[config.mk]
export PLATFORM = sky130hd
export DESIGN_NAME = lsu_unit
export DESIGN_NICKNAME = d
export VERILOG_FILES = /design/src/rtl/lsu_pkg.sv /design/src/rtl/lsu_unit.sv /design/src/rtl/lsu_ld_fmt.sv
export VERILOG_INCLUDE_DIRS = /design/src /design/src/rtl
export SDC_FILE = /design/constraint.sdc
export NUM_CORES = 2
export LEC_CHECK = 0
export ABC_AREA = 1
export BUFFER_PORTS_ARGS = -buffer_cell sky130_fd_sc_hd__buf_2
export CAP_MARGIN = 20
export CORE_ASPECT_RATIO = 1.75
export CORE_UTILIZATION = 59
export CTS_CLUSTER_SIZE = 12
export DETAILED_ROUTE_END_ITERATION = 8
export PLACE_DENSITY_LB_ADDON = 0.25
export SLEW_MARGIN = 10
export SYNTH_ARGS = -nofsm -noshare
export SYNTH_HDL_FRONTEND = slang
export SYNTH_SLANG_ARGS = --single-unit
[constraint.sdc]
create_clock -name i_clk -period 4.84 [get_ports i_clk]
set_clock_uncertainty 0.1 [all_clocks]
set_input_delay 0.726 -clock i_clk [delete_from_list [all_inputs] [get_ports i_clk]]
set_output_delay 0.726 -clock i_clk [all_outputs]
set_load 0.02 [all_outputs]
[src/rtl/lsu_consts.svh]
// Behaviour
// Integer stores write 1, 2, 4 or 8 bytes
// Float stores write 4, 8 or 10 bytes
// Narrow store writes only low source bytes
// Little endian order after reset
// Big endian select bit swaps byte order
// Integer loads read 1, 2, 4 or 8 bytes
// Narrow loads zero-extend to 64 bits
// Integer datapath works on 64-bit quadwords
// Prefetch hint never changes architectural state
// Issuer places stops between register dependences
// Group accesses behave as sequential program order
// Later same-address store wins
// Load after overlapping store sees its data
// Load data two cycles after issue
// Same byte order for loads and stores
`ifndef LSU_CONSTS_SVH
`define LSU_CONSTS_SVH

// Address, data and tag widths
`define LSU_ADDR_W 64
`define LSU_QW_W 64
`define LSU_ST_W 80
`define LSU_TAG_W 7

// Access sizes in bytes
`define LSU_SZ_1 4'h1
`define LSU_SZ_2 4'h2
`define LSU_SZ_4 4'h4
`define LSU_SZ_8 4'h8
`define LSU_SZ_10 4'hA

// User mask layout and reset value
`define LSU_UM_W 8
`define LSU_UM_BE_BIT 1
`define LSU_UM_RST 8'h00

// Load-to-use latency in cycles
`define LSU_LOAD_LAT 2

`endif

[src/rtl/lsu_pkg.sv]
`include "lsu_consts.svh"
package lsu_pkg;

   typedef logic [3:0] lsu_size_t;

   typedef enum logic [1:0] {LSU_LD, LSU_ST, LSU_STF, LSU_PF} lsu_kind_e;

   typedef enum {ST_IDLE, ST_SEND, ST_LDWAIT} lsu_state_e;

   // One memory operation from the issue pipeline
   typedef struct packed {
      lsu_kind_e kind;
      lsu_size_t size;
      logic [`LSU_ADDR_W-1:0] addr;
      logic [`LSU_ST_W-1:0] data;
      logic [`LSU_TAG_W-1:0] tag;
   } lsu_req_s;

   // One quadword beat towards the data cache
   typedef struct packed {
      logic wr;
      logic pf;
      logic [`LSU_ADDR_W-1:0] addr;
      logic [7:0] be;
      logic [`LSU_QW_W-1:0] wdata;
   } lsu_dc_req_s;

   // Load result towards the register file
   typedef struct packed {
      logic [`LSU_TAG_W-1:0] tag;
      logic [`LSU_QW_W-1:0] data;
   } lsu_ld_rsp_s;

   // Keep the low n bytes, reversed when big endian
   function automatic logic [127:0] lsu_order(input logic [127:0] d, input lsu_size_t n,
                                              input logic big);
      logic [127:0] r;
      r = '0;
      for (int i = 0; i < 16; i++)
         if (i < int'(n))
            r[8*i +: 8] = big ? d[8*(int'(n)-1-i) +: 8] : d[8*i +: 8];
      return r;
   endfunction : lsu_order

   // One lane bit per byte of the access
   function automatic logic [15:0] lsu_lanes(input lsu_size_t n);
      logic [15:0] r;
      r = '0;
      for (int i = 0; i < 16; i++)
         r[i] = (i < int'(n));
      return r;
   endfunction : lsu_lanes

   // Sizes each kind supports and natural alignment
   function automatic logic lsu_legal(input lsu_kind_e k, input lsu_size_t n,
                                      input logic [2:0] off);
      logic ok;
      case (k)
         LSU_LD, LSU_ST: ok = (n == `LSU_SZ_1) || (n == `LSU_SZ_2) || (n == `LSU_SZ_4) ||
                              (n == `LSU_SZ_8);
         LSU_STF: ok = (n == `LSU_SZ_4) || (n == `LSU_SZ_8) || (n == `LSU_SZ_10);
         default: ok = 1'b1;
      endcase
      if (k != LSU_PF && n != `LSU_SZ_10 && ok)
         ok = ((off & (3'(n) - 3'h1)) == 3'h0) || (n == `LSU_SZ_8 && off == 3'h0);
      if (n == `LSU_SZ_10)
         ok = ok && (off == 3'h0);
      return ok;
   endfunction : lsu_legal

endpackage : lsu_pkg

[src/rtl/lsu_unit.sv]
`timescale 1ns/100ps
`include "lsu_consts.svh"
module lsu_unit #(
   parameter bit PREFETCH_EN = 1'b1,
   parameter int LOAD_LAT = `LSU_LOAD_LAT
) (
   input wire logic i_clk,
   input wire logic i_rstn,
   input wire logic i_req_valid,
   input wire lsu_pkg::lsu_req_s i_req,
   output logic o_req_ready,
   input wire logic i_um_wr,
   input wire logic [`LSU_UM_W-1:0] i_um_data,
   output logic o_big_endian_select,
   output logic o_dc_valid,
   output lsu_pkg::lsu_dc_req_s o_dc_req,
   input wire logic i_dc_ready,
   input wire logic i_dc_rvalid,
   input wire logic [`LSU_QW_W-1:0] i_dc_rdata,
   output logic o_ld_valid,
   output lsu_pkg::lsu_ld_rsp_s o_ld_rsp,
   output logic o_ld_busy,
   output logic [`LSU_TAG_W-1:0] o_ld_busy_tag,
   output logic o_err
);
   import lsu_pkg::*;

   // The sequencing below is built for exactly two cycles
   if (LOAD_LAT != 2)
   begin : g_bad_lat
      $error("lsu_unit supports only a load latency of 2");
   end

   lsu_state_e st_q;
   lsu_state_e st_d;
   lsu_req_s cur_q;
   logic cur_big_q;
   logic be_q;
   logic take;
   logic legal;
   logic send;
   logic [127:0] src;
   logic [127:0] wide;
   logic [15:0] lanes;
   logic beat2_q;
   logic [7:0] beat2_be_q;
   logic [`LSU_QW_W-1:0] beat2_data_q;
   logic fmt_valid;

   assign take = i_req_valid && o_req_ready;
   assign legal = lsu_legal(i_req.kind, i_req.size, i_req.addr[2:0]);
   // A disabled prefetch is swallowed without touching the cache
   // hint may be ignored
   assign send = take && legal && !(i_req.kind == LSU_PF && !PREFETCH_EN);

   // Endian select from the user mask, little endian out of reset
   // little endian default
   always_ff @(posedge i_clk or negedge i_rstn)
   begin
      if (!i_rstn)
         be_q <= 1'(`LSU_UM_RST >> `LSU_UM_BE_BIT);
      else if (i_um_wr)
         be_q <= i_um_data[`LSU_UM_BE_BIT];
   end
   assign o_big_endian_select = be_q;

   // Store data placed on its byte lanes
   // big endian swap
   always_comb
   begin
      // full quadword source
      if (i_req.kind == LSU_ST)
         src = {64'h0, i_req.data[`LSU_QW_W-1:0]};
      else
         src = {48'h0, i_req.data};
      // low bytes only
      wide = lsu_order(src, i_req.size, be_q) << {i_req.addr[2:0], 3'b000};
      lanes = lsu_lanes(i_req.size) << i_req.addr[2:0];
   end

   // Sequencer, one access in flight at a time
   // program order kept
   // later store lands last
   always_comb
   begin
      st_d = st_q;
      case (st_q)
         ST_IDLE:
            if (send)
               st_d = ST_SEND;
         ST_SEND:
            if (i_dc_ready && !beat2_q)
               st_d = (cur_q.kind == LSU_LD) ? ST_LDWAIT : ST_IDLE;
         ST_LDWAIT:
            if (i_dc_rvalid)
               st_d = ST_IDLE;
         default:
            st_d = ST_IDLE;
      endcase
   end

   // State register
   always_ff @(posedge i_clk or negedge i_rstn)
   begin
      if (!i_rstn)
         st_q <= ST_IDLE;
      else
         st_q <= st_d;
   end

   // Request acceptance, only while nothing is outstanding
   always_ff @(posedge i_clk or negedge i_rstn)
   begin
      if (!i_rstn)
         o_req_ready <= 1'b1;
      else
         o_req_ready <= (st_d == ST_IDLE) && !send;
   end

   // Held copy of the accepted operation and its byte order
   // order captured at issue
   always_ff @(posedge i_clk or negedge i_rstn)
   begin
      if (!i_rstn)
      begin
         cur_q <= '0;
         cur_big_q <= 1'b0;
      end
      else if (send)
      begin
         cur_q <= i_req;
         cur_big_q <= be_q;
      end
   end

   // Cache beats; a ten byte store spills into a second quadword
   // ten byte store
   always_ff @(posedge i_clk or negedge i_rstn)
   begin
      if (!i_rstn)
      begin
         o_dc_valid <= 1'b0;
         o_dc_req <= '0;
         beat2_q <= 1'b0;
         beat2_be_q <= 8'h00;
         beat2_data_q <= '0;
      end
      else if (send)
      begin
         o_dc_valid <= 1'b1;
         // store width
         o_dc_req.wr <= (i_req.kind == LSU_ST) || (i_req.kind == LSU_STF);
         o_dc_req.pf <= (i_req.kind == LSU_PF);
         o_dc_req.addr <= {i_req.addr[`LSU_ADDR_W-1:3], 3'b000};
         // load width
         o_dc_req.be <= (i_req.kind == LSU_PF) ? 8'h00 : lanes[7:0];
         o_dc_req.wdata <= (i_req.kind == LSU_PF) ? '0 : wide[63:0];
         beat2_q <= (i_req.kind == LSU_STF) && (|lanes[15:8]);
         beat2_be_q <= lanes[15:8];
         beat2_data_q <= wide[127:64];
      end
      else if (st_q == ST_SEND && i_dc_ready)
      begin
         if (beat2_q)
         begin
            o_dc_req.addr <= o_dc_req.addr + `LSU_ADDR_W'(8);
            o_dc_req.be <= beat2_be_q;
            o_dc_req.wdata <= beat2_data_q;
            beat2_q <= 1'b0;
         end
         else
            o_dc_valid <= 1'b0;
      end
   end

   // Scoreboard for the target of the pending load
   // dependent use stalls
   always_ff @(posedge i_clk or negedge i_rstn)
   begin
      if (!i_rstn)
      begin
         o_ld_busy <= 1'b0;
         o_ld_busy_tag <= '0;
      end
      else if (send && i_req.kind == LSU_LD)
      begin
         o_ld_busy <= 1'b1;
         o_ld_busy_tag <= i_req.tag;
      end
      else if (fmt_valid)
         o_ld_busy <= 1'b0;
   end

   // Unsupported size or misaligned address, dropped
   always_ff @(posedge i_clk or negedge i_rstn)
   begin
      if (!i_rstn)
         o_err <= 1'b0;
      else
         o_err <= take && !legal;
   end

   // Load return formatting
   // load after store sees it
   assign fmt_valid = (st_q == ST_LDWAIT) && i_dc_rvalid;

   lsu_ld_fmt u_fmt (
      .i_clk(i_clk),
      .i_rstn(i_rstn),
      .i_valid(fmt_valid),
      .i_rdata(i_dc_rdata),
      .i_off(cur_q.addr[2:0]),
      .i_size(cur_q.size),
      .i_big(cur_big_q),
      .i_tag(cur_q.tag),
      .o_valid(o_ld_valid),
      .o_rsp(o_ld_rsp)
   );
endmodule : lsu_unit

[src/rtl/lsu_ld_fmt.sv]
`timescale 1ns/100ps
`include "lsu_consts.svh"
module lsu_ld_fmt (
   input wire logic i_clk,
   input wire logic i_rstn,
   input wire logic i_valid,
   input wire logic [`LSU_QW_W-1:0] i_rdata,
   input wire logic [2:0] i_off,
   input wire lsu_pkg::lsu_size_t i_size,
   input wire logic i_big,
   input wire logic [`LSU_TAG_W-1:0] i_tag,
   output logic o_valid,
   output lsu_pkg::lsu_ld_rsp_s o_rsp
);
   import lsu_pkg::*;

   logic [127:0] aligned;
   logic [127:0] ordered;

   // Bring the addressed byte down to lane zero, then order and trim
   // same ordering as stores
   assign aligned = {64'h0, i_rdata >> {i_off, 3'b000}};
   assign ordered = lsu_order(aligned, i_size, i_big);

   // Result strobe
   always_ff @(posedge i_clk or negedge i_rstn)
   begin
      if (!i_rstn)
         o_valid <= 1'b0;
      else
         o_valid <= i_valid;
   end

   // Result data, bytes above the size cleared
   // zero extension
   always_ff @(posedge i_clk or negedge i_rstn)
   begin
      if (!i_rstn)
         o_rsp <= '0;
      else if (i_valid)
      begin
         o_rsp.data <= ordered[`LSU_QW_W-1:0];
         o_rsp.tag <= i_tag;
      end
   end
endmodule : lsu_ld_fmt

==> results.ini <==
[finish]
layout.cells.non_filler = 6326
drive_gt1_frac = 0.1333
syn2layout_area_growth_pct = 13.57
final_common_cell = nand2_1
fillCellCount = 5039
final_cell_mix = nand2_1 (1,855), nand3_1 (878), buf_2 (445)
nets = 5877

[synth]
yosysSeqAreaShare = 0.2738
async_flop_share = 1.000
synth_flop_cell = dfrtp_1
ys_ff_latch = 341
syn_area_per_cell_um2 = 5.912
mappedNetlistArea_mm2 = 0.03117
post_synth_num_cell_types = 56
ys_warn_count = 1
synth_edf_count = 0
syn_inst = 5272

[detailed_routing]
drtIter0Drc = 6837
ant_nets = 0
via_per_inst = 6.522
wl_per_cell_um = 24.72
drc = 102
vias = 41260
dr.pass1.iters = 9
drt-total-wl_um = 156400

[job]
drv_cap = 0

[cts]
cts_setup_buffers = 0
clock-sinks = 341
clkTransAtPathRegs_ns = 0.06
clockBufferDepth = 3
cts_resized = 0
root_buffer = clkbuf_16
postCtsHoldBufs = 0
cts_tree = done
htree_levels = 2
numCtsBuffers = 37
insertion_delay_ns = 0.59

[timing]
post-route-min-period_ns = 4.240
max_freq_mhz = 235.8
fin_tns_setup_ns = 0
rsz0062_at_grt = no
slew_headroom = 0.1790
worst_slew_pin_slew_ns = 1.219
setup_viol = 0
hold_viol = 0
final.period_utilization = 0.8761
finalMaxSlewViolations = 0
whs_ns = 0.1120

[setup_path]
r2r-start = cur_q[151]$_DFFE_PN0P_
cp.arrival_ns = 4.63
r2r_slack_ns = 0.78
critPathMaxFanout = 11
worstRegToRegCells = 12
required_ns = 5.23
critPathSlowestCell = ha_1
critPathBufInv = 2
critical_path_class = input pin to flip-flop
crit_path_end_kind = flip-flop
critPathMaxStageDelay_ns = 0.60
reg2reg_to = u_fmt.o_rsp[39]$_DFFE_PN0P_
worstSetupStartpointType = input pin
cp_top_family = simple AND/OR/NAND/NOR gates
path_cells = buf_2, nor2_4, nand3_2, nand2_2, ha_1, nand2_1, nor2_2, nand3_1, a21oi_1, inv_1, a21oi_1, nand2_1, o21ai_1, or2_2, nand3_1, o211ai_1

[grt]
overflow = 0
antenna_found_initial = 21
grt_pass1_vias = 38300
grt_max_degree = 135
grtUsageTotal = 0.5948
grt_first_pass_wirelength_um = 240700

[floorplan]
die-area_mm2 = 0.05379
initial_core_util = 0.5969
rows = 111
fp.dieH_um = 306.1
io_pins = 457
die_w_um = 175.7
core_mm2 = 0.05222

[placement]
port_buffers = 446
dpl.cell_count = 6241
gp_congestion = 1.197
hpwl_um = 114900

[power_and_ir_drop]
peakVddDrop_mv = 0.3625
power_density_mw_per_mm2 = 451.4
p_leak_nw = 17.94
total_power_mw = 15.98

[run_status]
violations = DRC
outcome = finished, violations left

[worst_hold_path]
worstHoldPathType = input pin to asynchronous set/reset pin

Yosys cell counts (8+ instances only):
cell type  instances  area (µm²)
o22ai_1           33       206.5
o21ai_0          433        2167
nand3_1          879        4399
nand2_2            8       50.05
buf_2            106       530.5
a21oi_1          150       750.7
inv_2             15       56.30
clkbuf_1         169       634.4
o21ai_1           28       140.1
nor2_2            10       62.56
ha_1              34       425.4
nor4_1             9       56.30
nor2_1           382        1434
or2_2             36       225.2
nand4_1           55       344.1
inv_1            297        1115
buf_1             37       138.9
buf_4             18       135.1
xor2_1            41       359.1
dfrtp_1          340        8508
xnor2_1            9       78.83
nand2_1         1855        6963
nor3_1            51       255.2
a31oi_1           61       381.6
mux2i_1           14       140.1
o21bai_1           9       67.56
o211ai_1         116       870.8
worst register-to-register path, delay by kind of cell, from the launching register on:
kind | cells | cell delay [ns]
compound gates | 2 | 1.22
buf+inv | 3 | 1.20
simple gates | 6 | 0.78
flops | 1 | 0.40
fa+ha+maj | 1 | 0.32
per-layer routing:
| layer | up-vias | part of all wire | GRT usage |
|---|---|---|---|
| met5 | - | 0.0013 | 0.02037 |
| met4 | 14 | 0.14 | 0.6499 |
| met3 | 1296 | 0.13 | 0.2670 |
| met2 | 3492 | 0.42 | 0.8595 |
| met1 | 18270 | 0.31 | 0.6037 |
| li1 | 18190 | - | - |
flip-flops by register name, indices dropped and copies added (netlist names):
| name | flops |
|---|---|
| o_dc_req | 135 |
| u_fmt.o_rsp | 71 |
| beat2_data_q | 64 |
| st_q | 32 |
| cur_q | 16 |
| beat2_be_q | 8 |
| o_ld_busy_tag | 7 |
| beat2_q | 1 |
| cur_big_q | 1 |
| o_big_endian_select | 1 |
| o_dc_valid | 1 |
| o_err | 1 |
| o_ld_busy | 1 |
| o_req_ready | 1 |
| u_fmt.o_valid | 1 |
report_power, final:
group,leakage (nW),internal (mW),switching (mW)
clock,0.539,1.49,1.27
sequential,4.28,3.52,0.673
combinational,13.1,2.58,6.45
layout make-up:
class / count / area (µm²) / area share
clock buffer: 52 / 1032 / 0.02916
tap: 678 / 848.3 / 0.02397
sequential: 341 / 8539 / 0.2412
inverter: 319 / 1200 / 0.03390
timing repair buffer: 600 / 3551 / 0.1003
multi-input combinational: 4309 / 20100 / 0.5680
antenna: 20 / 50.05 / 0.001414
clock inverter: 7 / 72.57 / 0.002050
worst max-delay path by stage:
stage | cells past startpoint | slack [ns] | startpoint | endpoint
after global placement | 20 | 0.67 | i_req[152] | o_dc_req[36]$_DFFE_PN0P_
after global routing | 21 | 0.50 | i_req[152] | o_dc_req[43]$_DFFE_PN0P_
final | 16 | 0.60 | i_req[153] | beat2_data_q[25]$_DFFE_PN0P_
after CTS | 12 | 1.01 | cur_q[151]$_DFFE_PN0P_ | u_fmt.o_rsp[39]$_DFFE_PN0P_
after floorplan | 24 | 0.83 | i_req[151] | o_dc_req[53]$_DFFE_PN0P_
after detailed placement | 20 | 0.62 | i_req[152] | o_dc_req[44]$_DFFE_PN0P_
stage by stage:
stage / util / setup WS, ns / cell area [µm²]
2_1_floorplan: - / 0.8250 / 31290
3_3_place_gp: 0.6544 / 0.6726 / 34180
3_5_place_dp: 0.6544 / 0.6189 / 34180
4_1_cts: 0.6756 / 1.013 / 35280
5_1_grt: 0.6774 / 0.5048 / 35380
6_report: 0.6779 / 0.5997 / 35400
kinds of logic (layout without fill, tap and decap cells):
family,count (synthesis),in the layout,share of synthesized area
AO/OA/AOI/OAI,867,867,0.1568
XOR/XNOR,52,52,0.01546
adder cells (fa/ha/maj),34,34,0.01365
buffers and inverters,654,978,0.08619
flip-flops,341,341,0.2738
multiplexers,14,14,0.004496
other,1,53,0.0001203
AND/OR/NAND/NOR,3309,3309,0.4495
(Power assumes the default switching activity.)
